**src/inc/sas_pkg.sv**
```systemverilog
// package for the converter sequencer: offsets, fields, timing
// ==========================================================
// Overview of operation
// RL1: trigger_control_reg is 8 bits, r/w, resets and standby to 7f.
// RL2: bit 7 is ext_trigger_enable; 0 no external start, 1 illegal.
// RL3: bits 6..0 of trigger_control_reg are read-only and read as 1.
// RL4: reading a result high byte returns it and latches the low byte.
// RL5: reading a result low byte returns the holding register.
// RL6: software reads high byte before low byte; low alone may be stale.
// RL7: 10-bit successive approximation with single and scan modes.
// RL8: single mode: start runs one conversion, start self-clears at end.
// RL9: single end sets end flag; irq raised if irq enable set.
// RL10: end flag clears only by read of status then write of 0.
// RL11: software clears start before changing mode or channel.
// RL12: each result goes to the register of the converted channel.
// RL13: scan starts at channel 0, steps through group, repeats.
// RL14: scan group done sets end flag, restarts at 0, irq if enabled.
// RL15: scan restart after start cleared begins at first channel.
// RL16: sync delay 10..17 states slow, 6..9 states fast.
// RL17: total time includes sync delay and 80 or 40 state sampling.
// RL18: first conversion 259..266 states slow, 131..134 fast.
// RL19: later scan conversions exactly 256 or 128 states.
// RL20: result high byte holds bits 9..2, low bits 7..6 hold 1..0.
// RL21: channel code picks channel or group; top bit set illegal.
// RL22: channels 0..3 map to result registers a..d.
// RL23: status layout: flag, irq en, start, scan, clock sel, channel.
// RL24: analog part is external: sample strobe, channel, 10-bit result.
// RL25: ext trigger enable is stored but conversions stay software-only.
package sas_pkg;
    // byte offsets of the register window
    localparam logic [3:0] OFS_RES_A_HI = 4'h0;
    localparam logic [3:0] OFS_STATUS   = 4'h8;
    localparam logic [3:0] OFS_TRIGGER  = 4'h9;
    // reset values
    localparam logic [7:0] TRIG_RESET   = 8'h7f;
    localparam logic [7:0] TRIG_RO_ONES = 8'h7f;
    localparam logic [7:0] STATUS_RESET = 8'h00;
    // status and trigger field positions
    localparam int B_FLAG  = 7;
    localparam int B_IRQEN = 6;
    localparam int B_START = 5;
    localparam int B_SCAN  = 4;
    localparam int B_CKS   = 3;
    localparam int B_EXT_TRIGGER_ENABLE  = 7;
    // timing in states: fixed sync delays, sample and step periods
    localparam int SYNC_SLOW   = 10;
    localparam int SYNC_FAST   = 6;
    localparam int SAMPLE_SLOW = 80;
    localparam int SAMPLE_FAST = 40;
    localparam int CONV_SLOW   = 256;
    localparam int CONV_FAST   = 128;
    // first conversion totals and the slowest sync delays allowed
    localparam int FIRST_SLOW     = 259;
    localparam int FIRST_FAST     = 131;
    localparam int FIRST_SLOW_MAX = 266;
    localparam int FIRST_FAST_MAX = 134;
    localparam int SYNC_SLOW_MAX  = 17;
    localparam int SYNC_FAST_MAX  = 9;
    localparam int RES_W       = 10;
    typedef enum logic [1:0] {
        SAS_IDLE = 2'b00,
        SAS_SYNC = 2'b01,
        SAS_CONV = 2'b10
    } sas_state_t;
endpackage : sas_pkg

```
**src/rtl/sas_result_bank.sv**
```systemverilog
// result registers a..d with holding byte for split reads
`timescale 1ns/1ns
module sas_result_bank (
    input  wire logic       core_clk,
    input  wire logic       rst,
    input  wire logic       wr_en,
    input  wire logic [1:0] wr_chan,
    input  wire logic [9:0] wr_data,
    input  wire logic       rd_en,
    input  wire logic [2:0] rd_addr,
    output logic      [7:0] rd_data
);
    import sas_pkg::*;
    logic [9:0] result [4];
    logic [7:0] hold;
    // store completed result in its channel's register
    always_ff @(posedge core_clk) begin
        if (rst) begin
            for (int i = 0; i < 4; i++) result[i] <= '0;
        end else if (wr_en) begin
            result[wr_chan] <= wr_data; // RL12 RL22
        end
    end
    // high byte read latches the low byte into the holding byte
    always_ff @(posedge core_clk) begin
        if (rst) begin
            hold <= 8'h00;
        end else if (rd_en && !rd_addr[0]) begin
            hold <= {result[rd_addr[2:1]][1:0], 6'h00}; // RL4 RL20
        end
    end
    // high byte direct, low byte from holding byte
    always_comb begin
        if (!rd_addr[0]) rd_data = result[rd_addr[2:1]][9:2]; // RL4 RL20
        else rd_data = hold; // RL5
    end
endmodule : sas_result_bank

```
**src/rtl/sas_sequencer.sv**
```systemverilog
// converter sequencer: control/status, trigger control, timing
`timescale 1ns/1ns
module sas_sequencer (
    input  wire logic       core_clk,
    input  wire logic       rst,
    input  wire logic       standby,
    input  wire logic       bus_rd,
    input  wire logic       bus_wr,
    input  wire logic [3:0] bus_addr,
    input  wire logic [7:0] bus_wdata,
    output logic      [7:0] bus_rdata,
    output logic            conv_end_irq,
    output logic            sample_strobe,
    output logic      [1:0] sample_chan,
    input  wire logic [9:0] approx_result
);
    import sas_pkg::*;

    // ==========================================================
    // timing windows used by the checks at the end
    localparam int SYNC_LO_S  = SYNC_SLOW;
    localparam int SYNC_HI_S  = SYNC_SLOW_MAX;
    localparam int SYNC_LO_F  = SYNC_FAST;
    localparam int SYNC_HI_F  = SYNC_FAST_MAX;
    localparam int FIRST_LO_S = FIRST_SLOW;
    localparam int FIRST_HI_S = FIRST_SLOW_MAX;
    localparam int FIRST_LO_F = FIRST_FAST;
    localparam int FIRST_HI_F = FIRST_FAST_MAX;

    // ==========================================================
    // state and address decode
    logic       init;
    logic       conv_end_flag, conv_end_irq_enable, conv_start, scan, conv_clock_select;
    logic [2:0] chan_sel;
    logic       ext_trigger_enable;
    logic       flag_seen;
    sas_state_t state;
    logic [8:0] cnt;
    logic [1:0] chan;
    logic       first;
    logic       done;
    logic       hit_status, hit_trig, hit_res;
    logic [7:0] res_rdata;
    logic [7:0] status_val;
    assign init = rst | standby;
    assign hit_status = bus_addr == OFS_STATUS;
    assign hit_trig = bus_addr == OFS_TRIGGER;
    assign hit_res = bus_addr < OFS_STATUS;
    assign status_val = {conv_end_flag, conv_end_irq_enable, conv_start, scan, conv_clock_select, chan_sel};

    // ==========================================================
    // helpers
    // step length of the conversion proper, per clock select
    // first step is trimmed so sync plus step gives the first-conversion total
    function automatic logic [8:0] step_len(input logic fast, input logic is_first);
        if (fast) step_len = is_first ? 9'(FIRST_FAST - SYNC_FAST) : 9'(CONV_FAST);
        else step_len = is_first ? 9'(FIRST_SLOW - SYNC_SLOW) : 9'(CONV_SLOW);
    endfunction : step_len
    // last channel of the active group
    function automatic logic [1:0] last_chan(input logic s, input logic [2:0] c);
        last_chan = s ? c[1:0] : c[1:0]; // RL21
    endfunction : last_chan

    // ==========================================================
    // registers written by software
    // trigger control register
    always_ff @(posedge core_clk) begin
        if (init) ext_trigger_enable <= TRIG_RESET[B_EXT_TRIGGER_ENABLE]; // RL1
        else if (bus_wr && hit_trig) ext_trigger_enable <= bus_wdata[B_EXT_TRIGGER_ENABLE]; // RL2 RL25
    end
    // control fields written by software
    always_ff @(posedge core_clk) begin
        if (init) begin
            conv_end_irq_enable <= STATUS_RESET[B_IRQEN];
            scan <= STATUS_RESET[B_SCAN];
            conv_clock_select <= STATUS_RESET[B_CKS];
            chan_sel <= STATUS_RESET[2:0];
        end else if (bus_wr && hit_status) begin
            conv_end_irq_enable <= bus_wdata[B_IRQEN];
            scan <= bus_wdata[B_SCAN]; // RL7
            conv_clock_select <= bus_wdata[B_CKS]; // RL23
            chan_sel <= bus_wdata[2:0]; // RL21
        end
    end

    // ==========================================================
    // end-of-conversion flag
    // end flag: set by hardware, cleared by read-then-write-0, set wins
    always_ff @(posedge core_clk) begin
        if (init) begin
            conv_end_flag <= 1'b0;
            flag_seen <= 1'b0;
        end else begin
            // a read that saw the flag arms the clear; any status write disarms it
            if (bus_rd && hit_status && conv_end_flag) flag_seen <= 1'b1; // RL10
            else if (bus_wr && hit_status) flag_seen <= 1'b0;
            if (done && (!scan || chan == last_chan(scan, chan_sel))) begin
                conv_end_flag <= 1'b1; // RL9 RL14
            end else if (bus_wr && hit_status && flag_seen && !bus_wdata[B_FLAG]) begin
                conv_end_flag <= 1'b0; // RL10
            end
        end
    end

    // ==========================================================
    // conversion sequencing
    // write edge loads the sync count; the strobe follows its expiry by one edge
    // later scan steps run the full step length back to back
    // a status write with start clear always wins and parks the sequencer
    // start bit and conversion sequencing
    always_ff @(posedge core_clk) begin
        if (init) begin
            conv_start <= 1'b0;
            state <= SAS_IDLE;
            cnt <= '0;
            chan <= '0;
            first <= 1'b0;
        end else if (bus_wr && hit_status && !bus_wdata[B_START]) begin
            conv_start <= 1'b0; // RL15
            state <= SAS_IDLE;
        end else if (bus_wr && hit_status && !conv_start) begin
            conv_start <= bus_wdata[B_START];
            state <= SAS_SYNC; // RL16
            cnt <= 9'(bus_wdata[B_CKS] ? SYNC_FAST - 1 : SYNC_SLOW - 1);
            chan <= bus_wdata[B_SCAN] ? 2'b00 : bus_wdata[1:0]; // RL13 RL15
            first <= 1'b1;
            if (!bus_wdata[B_START]) state <= SAS_IDLE;
        end else begin
            unique case (state)
                SAS_IDLE: cnt <= '0;
                SAS_SYNC: begin
                    if (cnt == 0) begin
                        state <= SAS_CONV; // RL17
                        cnt <= step_len(conv_clock_select, first) - 9'd1; // RL18
                    end else cnt <= cnt - 9'd1;
                end
                SAS_CONV: begin
                    if (cnt == 0) begin
                        first <= 1'b0;
                        if (!scan) begin
                            conv_start <= 1'b0; // RL8
                            state <= SAS_IDLE;
                        end else begin
                            chan <= (chan == last_chan(scan, chan_sel)) ? 2'b00 : chan + 2'd1;
                            cnt <= step_len(conv_clock_select, 1'b0) - 9'd1; // RL19
                        end
                    end else cnt <= cnt - 9'd1;
                end
                default: state <= SAS_IDLE;
            endcase
        end
    end
    assign done = state == SAS_CONV && cnt == 0 && conv_start;

    // ==========================================================
    // outputs to the analog side and the host
    // sample strobe marks the start of the sampling window
    always_ff @(posedge core_clk) begin
        if (init) sample_strobe <= 1'b0;
        else sample_strobe <= (state == SAS_SYNC && cnt == 0) || (done && scan); // RL24
    end
    assign sample_chan = chan;
    // interrupt request follows flag and enable
    always_ff @(posedge core_clk) begin
        if (init) conv_end_irq <= 1'b0;
        else conv_end_irq <= conv_end_flag & conv_end_irq_enable; // RL9 RL14
    end

    // ==========================================================
    // result storage
    // results land on the done edge; reads decode the low address bits
    sas_result_bank u_bank (
        .core_clk (core_clk),
        .rst      (init),
        .wr_en    (done),
        .wr_chan  (chan),
        .wr_data  (approx_result),
        .rd_en    (bus_rd && hit_res),
        .rd_addr  (bus_addr[2:0]),
        .rd_data  (res_rdata)
    );

    // ==========================================================
    // host read path
    // read mux; reserved trigger bits read as ones
    always_comb begin
        if (hit_res) bus_rdata = res_rdata;
        else if (hit_status) bus_rdata = status_val;
        else if (hit_trig) bus_rdata = {ext_trigger_enable, TRIG_RO_ONES[6:0]}; // RL3
        else bus_rdata = 8'h00;
    end

    // ==========================================================
    // checks
    // single conversion end clears the start bit and sets the end flag
    property p_single_clears;
        @(posedge core_clk) disable iff (init)
        (done && !scan && !bus_wr) |=> !conv_start && conv_end_flag;
    endproperty
    a_single_clears: assert property (p_single_clears) else $error("start not cleared"); // RL8
    property p_trig_ones;
        @(posedge core_clk) disable iff (init)
        hit_trig |-> bus_rdata[6:0] == 7'h7f;
    endproperty
    a_trig_ones: assert property (p_trig_ones) else $error("reserved bits not ones"); // RL3
    property p_irq;
        @(posedge core_clk) disable iff (init)
        (conv_end_flag && conv_end_irq_enable) |=> conv_end_irq;
    endproperty
    a_irq: assert property (p_irq) else $error("irq missing"); // RL9
    property p_scan_restart;
        @(posedge core_clk) disable iff (init)
        (bus_wr && hit_status && !conv_start && bus_wdata[B_START] && bus_wdata[B_SCAN])
            |=> chan == 2'b00;
    endproperty
    a_scan_restart: assert property (p_scan_restart) else $error("scan not at ch0"); // RL15
    // slow start: sampling strobe inside the sync window
    property p_sync_slow;
        @(posedge core_clk) disable iff (init)
        (bus_wr && hit_status && !conv_start && bus_wdata[B_START] && !bus_wdata[B_CKS])
            |-> ##[SYNC_LO_S:SYNC_HI_S] sample_strobe;
    endproperty
    a_sync_slow: assert property (p_sync_slow) else $error("slow sync delay out of range"); // RL16
    // fast start: sampling strobe inside the sync window
    property p_sync_fast;
        @(posedge core_clk) disable iff (init)
        (bus_wr && hit_status && !conv_start && bus_wdata[B_START] && bus_wdata[B_CKS])
            |-> ##[SYNC_LO_F:SYNC_HI_F] sample_strobe;
    endproperty
    a_sync_fast: assert property (p_sync_fast) else $error("fast sync delay out of range"); // RL16
    // slow start: first conversion ends inside its window
    property p_first_slow;
        @(posedge core_clk) disable iff (init)
        (bus_wr && hit_status && !conv_start && bus_wdata[B_START] && !bus_wdata[B_CKS])
            |-> ##[FIRST_LO_S:FIRST_HI_S] done;
    endproperty
    a_first_slow: assert property (p_first_slow) else $error("slow first conversion time"); // RL18
    // fast start: first conversion ends inside its window
    property p_first_fast;
        @(posedge core_clk) disable iff (init)
        (bus_wr && hit_status && !conv_start && bus_wdata[B_START] && bus_wdata[B_CKS])
            |-> ##[FIRST_LO_F:FIRST_HI_F] done;
    endproperty
    a_first_fast: assert property (p_first_fast) else $error("fast first conversion time"); // RL18
    // later scan steps reload the full step length
    property p_step_len;
        @(posedge core_clk) disable iff (init)
        (done && scan && !bus_wr) |=> cnt == (conv_clock_select ? 9'(CONV_FAST - 1) : 9'(CONV_SLOW - 1));
    endproperty
    a_step_len: assert property (p_step_len) else $error("scan step length wrong"); // RL19
    // flag stays up until a write of zero
    property p_flag_hold;
        @(posedge core_clk) disable iff (init)
        (conv_end_flag && !(bus_wr && hit_status && !bus_wdata[B_FLAG])) |=> conv_end_flag;
    endproperty
    a_flag_hold: assert property (p_flag_hold) else $error("end flag dropped"); // RL10
    // flag rises only at a conversion end
    property p_flag_set_only;
        @(posedge core_clk) disable iff (init)
        (!conv_end_flag && !done) |=> !conv_end_flag;
    endproperty
    a_flag_set_only: assert property (p_flag_set_only) else $error("end flag set early"); // RL9
    // no request while the enable is clear
    property p_irq_off;
        @(posedge core_clk) disable iff (init)
        !conv_end_irq_enable |=> !conv_end_irq;
    endproperty
    a_irq_off: assert property (p_irq_off) else $error("irq while disabled"); // RL9
    // trigger enable bit is stored as written
    property p_trig_store;
        @(posedge core_clk) disable iff (init)
        (bus_wr && hit_trig) |=> ext_trigger_enable == $past(bus_wdata[B_EXT_TRIGGER_ENABLE]);
    endproperty
    a_trig_store: assert property (p_trig_store) else $error("trigger bit not stored"); // RL2 RL25
    // only a status write leaves idle
    property p_idle_hold;
        @(posedge core_clk) disable iff (init)
        (state == SAS_IDLE && !(bus_wr && hit_status)) |=> state == SAS_IDLE;
    endproperty
    a_idle_hold: assert property (p_idle_hold) else $error("left idle without write"); // RL25
    // low result byte reads zeros below the two result bits
    property p_low_zero;
        @(posedge core_clk) disable iff (init)
        (hit_res && bus_addr[0]) |-> bus_rdata[5:0] == 6'h00;
    endproperty
    a_low_zero: assert property (p_low_zero) else $error("low byte filler not zero"); // RL20
    // reset and standby park everything
    property p_init_clear;
        @(posedge core_clk)
        init |=> (!conv_start && !conv_end_flag && state == SAS_IDLE && !ext_trigger_enable);
    endproperty
    a_init_clear: assert property (p_init_clear) else $error("init left state behind"); // RL1
endmodule : sas_sequencer

```
**config.mk**
```make
export PLATFORM = sky130hd
export DESIGN_NAME = sas_sequencer
export DESIGN_NICKNAME = d
export VERILOG_FILES = /design/src/inc/sas_pkg.sv /design/src/rtl/sas_result_bank.sv /design/src/rtl/sas_sequencer.sv
export SDC_FILE = /design/constraint.sdc
export NUM_CORES = 1
export LEC_CHECK = 0
export ABC_AREA = 0
export BUFFER_PORTS_ARGS = -buffer_cell sky130_fd_sc_hd__buf_2
export CAP_MARGIN = 40
export CORE_MARGIN = 8
export CORE_UTILIZATION = 25
export DETAILED_ROUTE_END_ITERATION = 12
export MAX_ROUTING_LAYER = met4
export PLACE_DENSITY = 0.53
export SLEW_MARGIN = 30
export SYNTH_ARGS = -nofsm -noshare
export SYNTH_HDL_FRONTEND = slang
export SYNTH_SLANG_ARGS = --single-unit
```
**constraint.sdc**
```tcl
create_clock -name core_clk -period 5.3 [get_ports core_clk]
set_input_delay 0.265 -clock core_clk [delete_from_list [all_inputs] [get_ports core_clk]]
set_output_delay 0.265 -clock core_clk [all_outputs]
set_load 0.05 [all_outputs]
```
==> flow_summary.ini, run 1 <==
[cts]
cts-hold-fix-buffers = 0
cts-root-buf = clkbuf_16
clock-sinks = 68
postCtsSetupRepairBufs = 0
cts_tree = yes
cts_resized = 0
ctsHtreeMaxLevel = 3
clkLatencyLatePin_ps = 330
cts_made_buffers = 9
clk_pin_slew_ps = 60
cts_buffer_depth = 2

[sta]
grt_setup_unrepaired = no
drv_slew = 0
max-slew-margin-rel_pct = 48.0
clock_skew_ps = 9.32
period_share_pct = 55.4
min_period_ps = 2940
setup-tns-final_ps = 0
clock.fmax_mhz = 340
worst_pin_slew_ps = 777
hold_viol = 0
setup_viol = 0

[placement]
io_buffers = 38
dpl.cell_count = 523
place.gp.congestion = 0.838
place_hpwl_um = 6630

[power]
ir_drop_mv = 0.190
p_leak_uw = 0.00158
power_per_cell_area_mw_per_mm2 = 313
p_total_uw = 1280

[floorplanning]
die_x_um = 133
core_area_mm2 = 0.0132
rows = 42
die_h_um = 133
die-area_mm2 = 0.0176
ioPinCount = 39
start_util_pct = 25.7

[routing]
viasPerCell = 4.72
drt_wl_total_um = 8800
dr.pass1.iters = 4
via_count = 2546
drc = 0
ant_nets = 0
drt_iter0_markers = 221
routedWlPerCell_um = 16.3

[worst_setup_path]
reg2regPathDepth = 7
cp.arrival_ps = 2920
reg2reg_slack_ps = 2360
criticalPathCategory = flip-flop to flip-flop
critPathRequiredTime_ps = 5280
r2r_end = u_bank.result[0][1]$_SDFFCE_PN0P_
startpoint_type = flip-flop
r2r_start = cnt[0]$_SDFFE_PP0P_
critPathLaunch = cnt[0]$_SDFFE_PP0P_
end_kind = flip-flop
critical_path.max_fanout = 11
endpoint = u_bank.result[0][1]$_SDFFCE_PN0P_

[finish]
area_delta_synth_final_pct = 20.1
final-instance-count-excl-fill = 539
final_util_pct = 30.8
layout.nets = 389
n_antenna_cell = 0
layout.cells.most_common_list = and2_1 (41), edfxtp_1 (40), buf_2 (39)
layout_commonest_cell = and2_1
drive_gt1_share_pct = 22.3

[synth]
ys_types = 49
async_flop_share_pct = 0
synthSimpleGateAreaFrac_pct = 23.4
yosysWarnings = 0
syn_avg_cell_area_um2 = 10.7
netlist_area_mm2 = 0.00340
synth_top_family_by_area = simple AND/OR/NAND/NOR gates
synth_fa_ha_area_share_pct = 1.47
ys_seq_area_share_pct = 51.8
synthesis.nets = 350
synth_ff_type = edfxtp_1
synth_compound_area_share_pct = 10.8
ys_seq_elements = 68
synth-edff-count = 40
muxShareOfSynthArea_pct = 8.69
synth_xor_xnor_area_share_pct = 1.03
syn_inst = 319

[global_route]
grt_pass1_wl_um = 14000
grt_start_max_net_pins = 19
gr-total-overflow = 0
grt_use_total_pct = 10.4
grt_antenna_before_repair = 0
grt_pass1_vias = 2605

[job]
cap_violations = 0

[outcome]
status = finished, final reports clean

[min_path]
hold_path.class = input pin to flip-flop
layer usage:
metal  global-route usage, %  up-vias  wire [um]
met5                       -        -          0
met4                    3.85        0        157
met3                    2.42       15        356
met2                    16.5       73       4240
met1                    12.8     1213       4050
li1                        -     1245          -
synthesized netlist by cell type (all sizes together), types with 6 or more instances:
| master | number | share of area (%) |
|---|---|---|
| nor2 | 32 | 3.8 |
| dfxtp | 28 | 16 |
| mux4 | 10 | 6.6 |
| inv | 6 | 0.66 |
| nand2 | 25 | 2.8 |
| o21ai | 22 | 3.2 |
| and2 | 41 | 7.5 |
| edfxtp | 40 | 35 |
| a21oi | 23 | 3.4 |
| buf | 7 | 1.2 |
| nand3 | 9 | 1.3 |
| clkbuf | 8 | 0.88 |
| mux2i | 7 | 2.1 |
worst min path at each step:
| stage | end | slack, ps | from | cells past startpoint |
|---|---|---|---|---|
| after floorplan | chan_sel[0]$_SDFFE_PP0N_ | 410 | bus_wdata[0] | 2 |
| after global placement | u_bank.hold[7]$_SDFFE_PP0P_ | 450 | u_bank.hold[7]$_SDFFE_PP0P_ | 2 |
| after detailed placement | u_bank.hold[7]$_SDFFE_PP0P_ | 460 | u_bank.hold[7]$_SDFFE_PP0P_ | 2 |
| after CTS | chan_sel[2]$_SDFFE_PP0N_ | 160 | bus_wdata[2] | 3 |
| after global routing | chan_sel[2]$_SDFFE_PP0N_ | 160 | bus_wdata[2] | 3 |
| final | chan_sel[2]$_SDFFE_PP0N_ | 170 | bus_wdata[2] | 3 |
final cells by class:
cell class | count | area, um2
Clock inverter | 7 | 81.3
Multi-Input combinational cell | 230 | 1540
Inverter | 6 | 22.5
Fill cell | 1379 | 9160
Clock buffer | 9 | 225
Tap cell | 176 | 220
Timing Repair Buffer | 43 | 225
Sequential cell | 68 | 1760
cells by family (layout without fill, tap and decap cells):
family                   after synthesis  count (layout)
AND/OR/NAND/NOR                      141             141
multiplexers                          17              17
AO/OA/AOI/OAI                         64              64
XOR/XNOR                               4               4
adder cells (fa/ha/maj)                4               4
flip-flops                            68              68
buffers and inverters                 21              65
sequential cells by signal, indices dropped and copies added (netlist names):
register	cells
cnt	9
u_bank.hold	2
chan_sel	3
u_bank.result	40
ext_trigger_enable	1
first	1
sample_chan	2
conv_end_flag	1
conv_end_irq	1
scan	1
state	2
flag_seen	1
conv_end_irq_enable	1
conv_start	1
conv_clock_select	1
sample_strobe	1
critical path: stages (launching register included):
cell and delay (ps):
dfxtp_1 340, inv_1 60, ha_1 200, nor4b_2 460, and2_1 450, nand4_4 190, nor3_2 420, nand2b_1 460
power by group:
part / internal [uW] / total, uW / switching (uW)
Clock: 371 / 614 / 243
Sequential: 571 / 576 / 5.42
Combinational: 30.2 / 86.4 / 56.2
stage by stage:
step	hold slack, ps	worst slack (ps)	cell area [um2]
after floorplan	409	2740	3400
after global placement	446	2330	3750
after detailed placement	459	2400	3770
after CTS	161	2370	4080
after global routing	162	2120	4080
final	169	2360	4080
Power figures use the tool's default switching activity.
==> run 2, diff against run 1 <==
--- a/config.mk
+++ b/config.mk
@@ -5,14 +5,14 @@
 export SDC_FILE = /design/constraint.sdc
 export NUM_CORES = 1
 export LEC_CHECK = 0
-export ABC_AREA = 0
+export ABC_AREA = 1
 export BUFFER_PORTS_ARGS = -buffer_cell sky130_fd_sc_hd__buf_2
 export CAP_MARGIN = 40
 export CORE_MARGIN = 8
 export CORE_UTILIZATION = 25
 export DETAILED_ROUTE_END_ITERATION = 12
 export MAX_ROUTING_LAYER = met4
-export PLACE_DENSITY = 0.53
+export PLACE_DENSITY = 0.54
 export SLEW_MARGIN = 30
 export SYNTH_ARGS = -nofsm -noshare
 export SYNTH_HDL_FRONTEND = slang
==> constraint.sdc (replaced) <==
create_clock -name core_clk -period 2.62 [get_ports core_clk]
set_input_delay 0.131 -clock core_clk [delete_from_list [all_inputs] [get_ports core_clk]]
set_output_delay 0.131 -clock core_clk [all_outputs]
set_load 0.05 [all_outputs]
==> flow_summary.ini, run 2 <==
[cts]
cts-root-buf = clkbuf_16
clock-sinks = 68
clkLatencyLatePin_ps = 330
clk_pin_slew_ps = 60
cts_made_buffers = 9
cts_buffer_depth = 2
ctsHtreeMaxLevel = 3
cts_resized = 0
cts-hold-fix-buffers = 0
postCtsSetupRepairBufs = 0
cts_tree = yes

[synth]
synthesis.nets = 443
synth-edff-count = 40
yosys.area.top_type = edfxtp_1
async_flop_share_pct = 0
syn_inst = 412
yosys.area.top_type_share_pct = 34.7
synthTopCellsByArea = edfxtp_1 (35%), dfxtp_1 (16%), nor2_1 (7.2%)
netlist_area_mm2 = 0.00346
yosysMostFrequentCell = nor2_1
syn_avg_cell_area_um2 = 8.40
synth_ff_type = edfxtp_1
synth_common_cells = nor2_1 (66), nand2_1 (61), inv_1 (52)
yosysWarnings = 0
ys_seq_elements = 68
ys_types = 27
ys_seq_area_share_pct = 50.9

[routing]
ant_nets = 0
viasPerCell = 4.53
dr.pass1.iters = 4
via_count = 2897
drt_wl_total_um = 8970
drc = 0
routedWlPerCell_um = 14.0
drt_iter0_markers = 230

[floorplanning]
ioPinCount = 39
die-area_mm2 = 0.0179
start_util_pct = 25.2
rows = 43
die_h_um = 134
die_x_um = 134
core_area_mm2 = 0.0137

[job]
cap_violations = 0

[finish]
area_delta_synth_final_pct = 20.9
regMostFlops = u_bank.result
layout_commonest_cell = nor2_1
largestRegisters = u_bank.result x40, cnt x9, chan_sel x3
drive_gt1_share_pct = 18.7
largest_reg_flops = 40
final-instance-count-excl-fill = 639
layout.cells.most_common_list = nor2_1 (66), nand2_1 (61), inv_1 (52)
n_fill_cell = 1434
layout.nets = 485
n_antenna_cell = 0

[sta]
min_period_ps = 2020
max-slew-margin-rel_pct = 65.4
period_share_pct = 77.1
drv_slew = 0
hold_viol = 0
clock.fmax_mhz = 495
grt_setup_unrepaired = no
setup_viol = 0
setup-tns-final_ps = 0
worst_pin_slew_ps = 518
clock_skew_ps = 7.18

[placement]
place_hpwl_um = 6940
io_buffers = 38
dpl.cell_count = 623
place.gp.congestion = 0.849

[global_route]
gr-total-overflow = 0
grt_use_total_pct = 10.8
grt_pass1_vias = 2872
grt_pass1_wl_um = 14800
grt_start_max_net_pins = 24
grt_antenna_before_repair = 0

[power]
p_leak_uw = 0.00186
seqPwrFrac_pct = 44.1
combPwrFrac_pct = 7.0
ir_drop_mv = 0.284
p_int_uw = 2050
power_per_cell_area_mw_per_mm2 = 631
p_sw_share_pct = 22.5
power_frac_clock_pct = 48.9
power_switching_uw = 594

[worst_setup_path]
crit_path_top_delay_cell = dfxtp_1
end_kind = flip-flop
critical_path.max_fanout = 10
startpoint_type = flip-flop
cp_cell_sequence = inv_1, ha_1, nand2_1, nor2_2, nand3_1, inv_1, nand2_1, o31ai_1, buf_4
cp.arrival_ps = 2050
criticalPathCategory = flip-flop to flip-flop
critPathRequiredTime_ps = 2650
max_stage_delay_ps = 330

[outcome]
status = finished, final reports clean

[min_path]
hold_path.class = input pin to flip-flop
[run 2: metal layers]
layer  track usage (%)  up-vias  wire (um)
li1                  -     1457          -
met5                 -        -          0
met1              13.5     1351       4360
met2              15.9       79       3970
met3              2.67       10        476
met4              5.12        0        169
[run 2: worst paths after layout]
check	from	end	slack, ps	cells after the start
max	cnt[0]$_SDFFE_PP0P_	u_bank.result[3][6]$_DFFE_PP_	600	9
min	bus_wdata[3]	conv_clock_select$_SDFFE_PP0N_	90	3
max reg2reg	cnt[0]$_SDFFE_PP0P_	u_bank.result[3][6]$_DFFE_PP_	600	9
min reg2reg	cnt[8]$_SDFFE_PP0P_	cnt[8]$_SDFFE_PP0P_	460	2
[run 2: through the flow]
| stage | worst slack (ps) | total power, uW | utilization [%] | instance area, um2 | hold WS (ps) |
|---|---|---|---|---|---|
| after floorplan | 307 | 1300 | - | 3460 | 274 |
| after global placement | 685 | 1370 | 28.1 | 3860 | 424 |
| after detailed placement | 582 | 1370 | 28.1 | 3860 | 426 |
| after CTS | 608 | 2670 | 30.5 | 4190 | 68.5 |
| after global routing | 393 | 2730 | 30.5 | 4190 | 81.7 |
| final | 601 | 2640 | 30.5 | 4190 | 85.4 |
[run 2: area by class of cell]
cell class | count | area, um2 | area share (%)
clock inverter | 7 | 98.8 | 2.36
tap | 180 | 225 | 5.38
inverter | 52 | 195 | 4.66
clock buffer | 9 | 225 | 5.38
sequential | 68 | 1760 | 42.1
timing repair buffer | 45 | 243 | 5.80
multi-input combinational | 278 | 1440 | 34.3
[run 2: kinds of logic after synthesis]
| kind of cell | after synthesis | share of synthesized area, % |
|---|---|---|
| DFF | 68 | 50.9 |
| xor gates and xnor gates | 5 | 1.27 |
| AOI/OAI and AO/OA | 91 | 14.2 |
| and+or+nand+nor | 178 | 24.6 |
| buffers and inverters | 66 | 7.63 |
| adders and majority gates | 4 | 1.45 |
[run 2: critical path: cells and delay by family (launching register included)]
kind,cells,cell delay [ps]
adders and majority gates,1,220
buffers and inverters,3,450
DFF,1,330
AOI/OAI and AO/OA,1,200
and+or+nand+nor,4,500
[run 2: power by group through the flow]
stage / logic [uW] / clock network [uW] / registers (uW)
after global routing: 205 / 1360 / 1170
after floorplan: 114 / 0 / 1180
after detailed placement: 186 / 0 / 1190
after CTS: 187 / 1320 / 1170
after global placement: 184 / 0 / 1190
final: 185 / 1290 / 1170
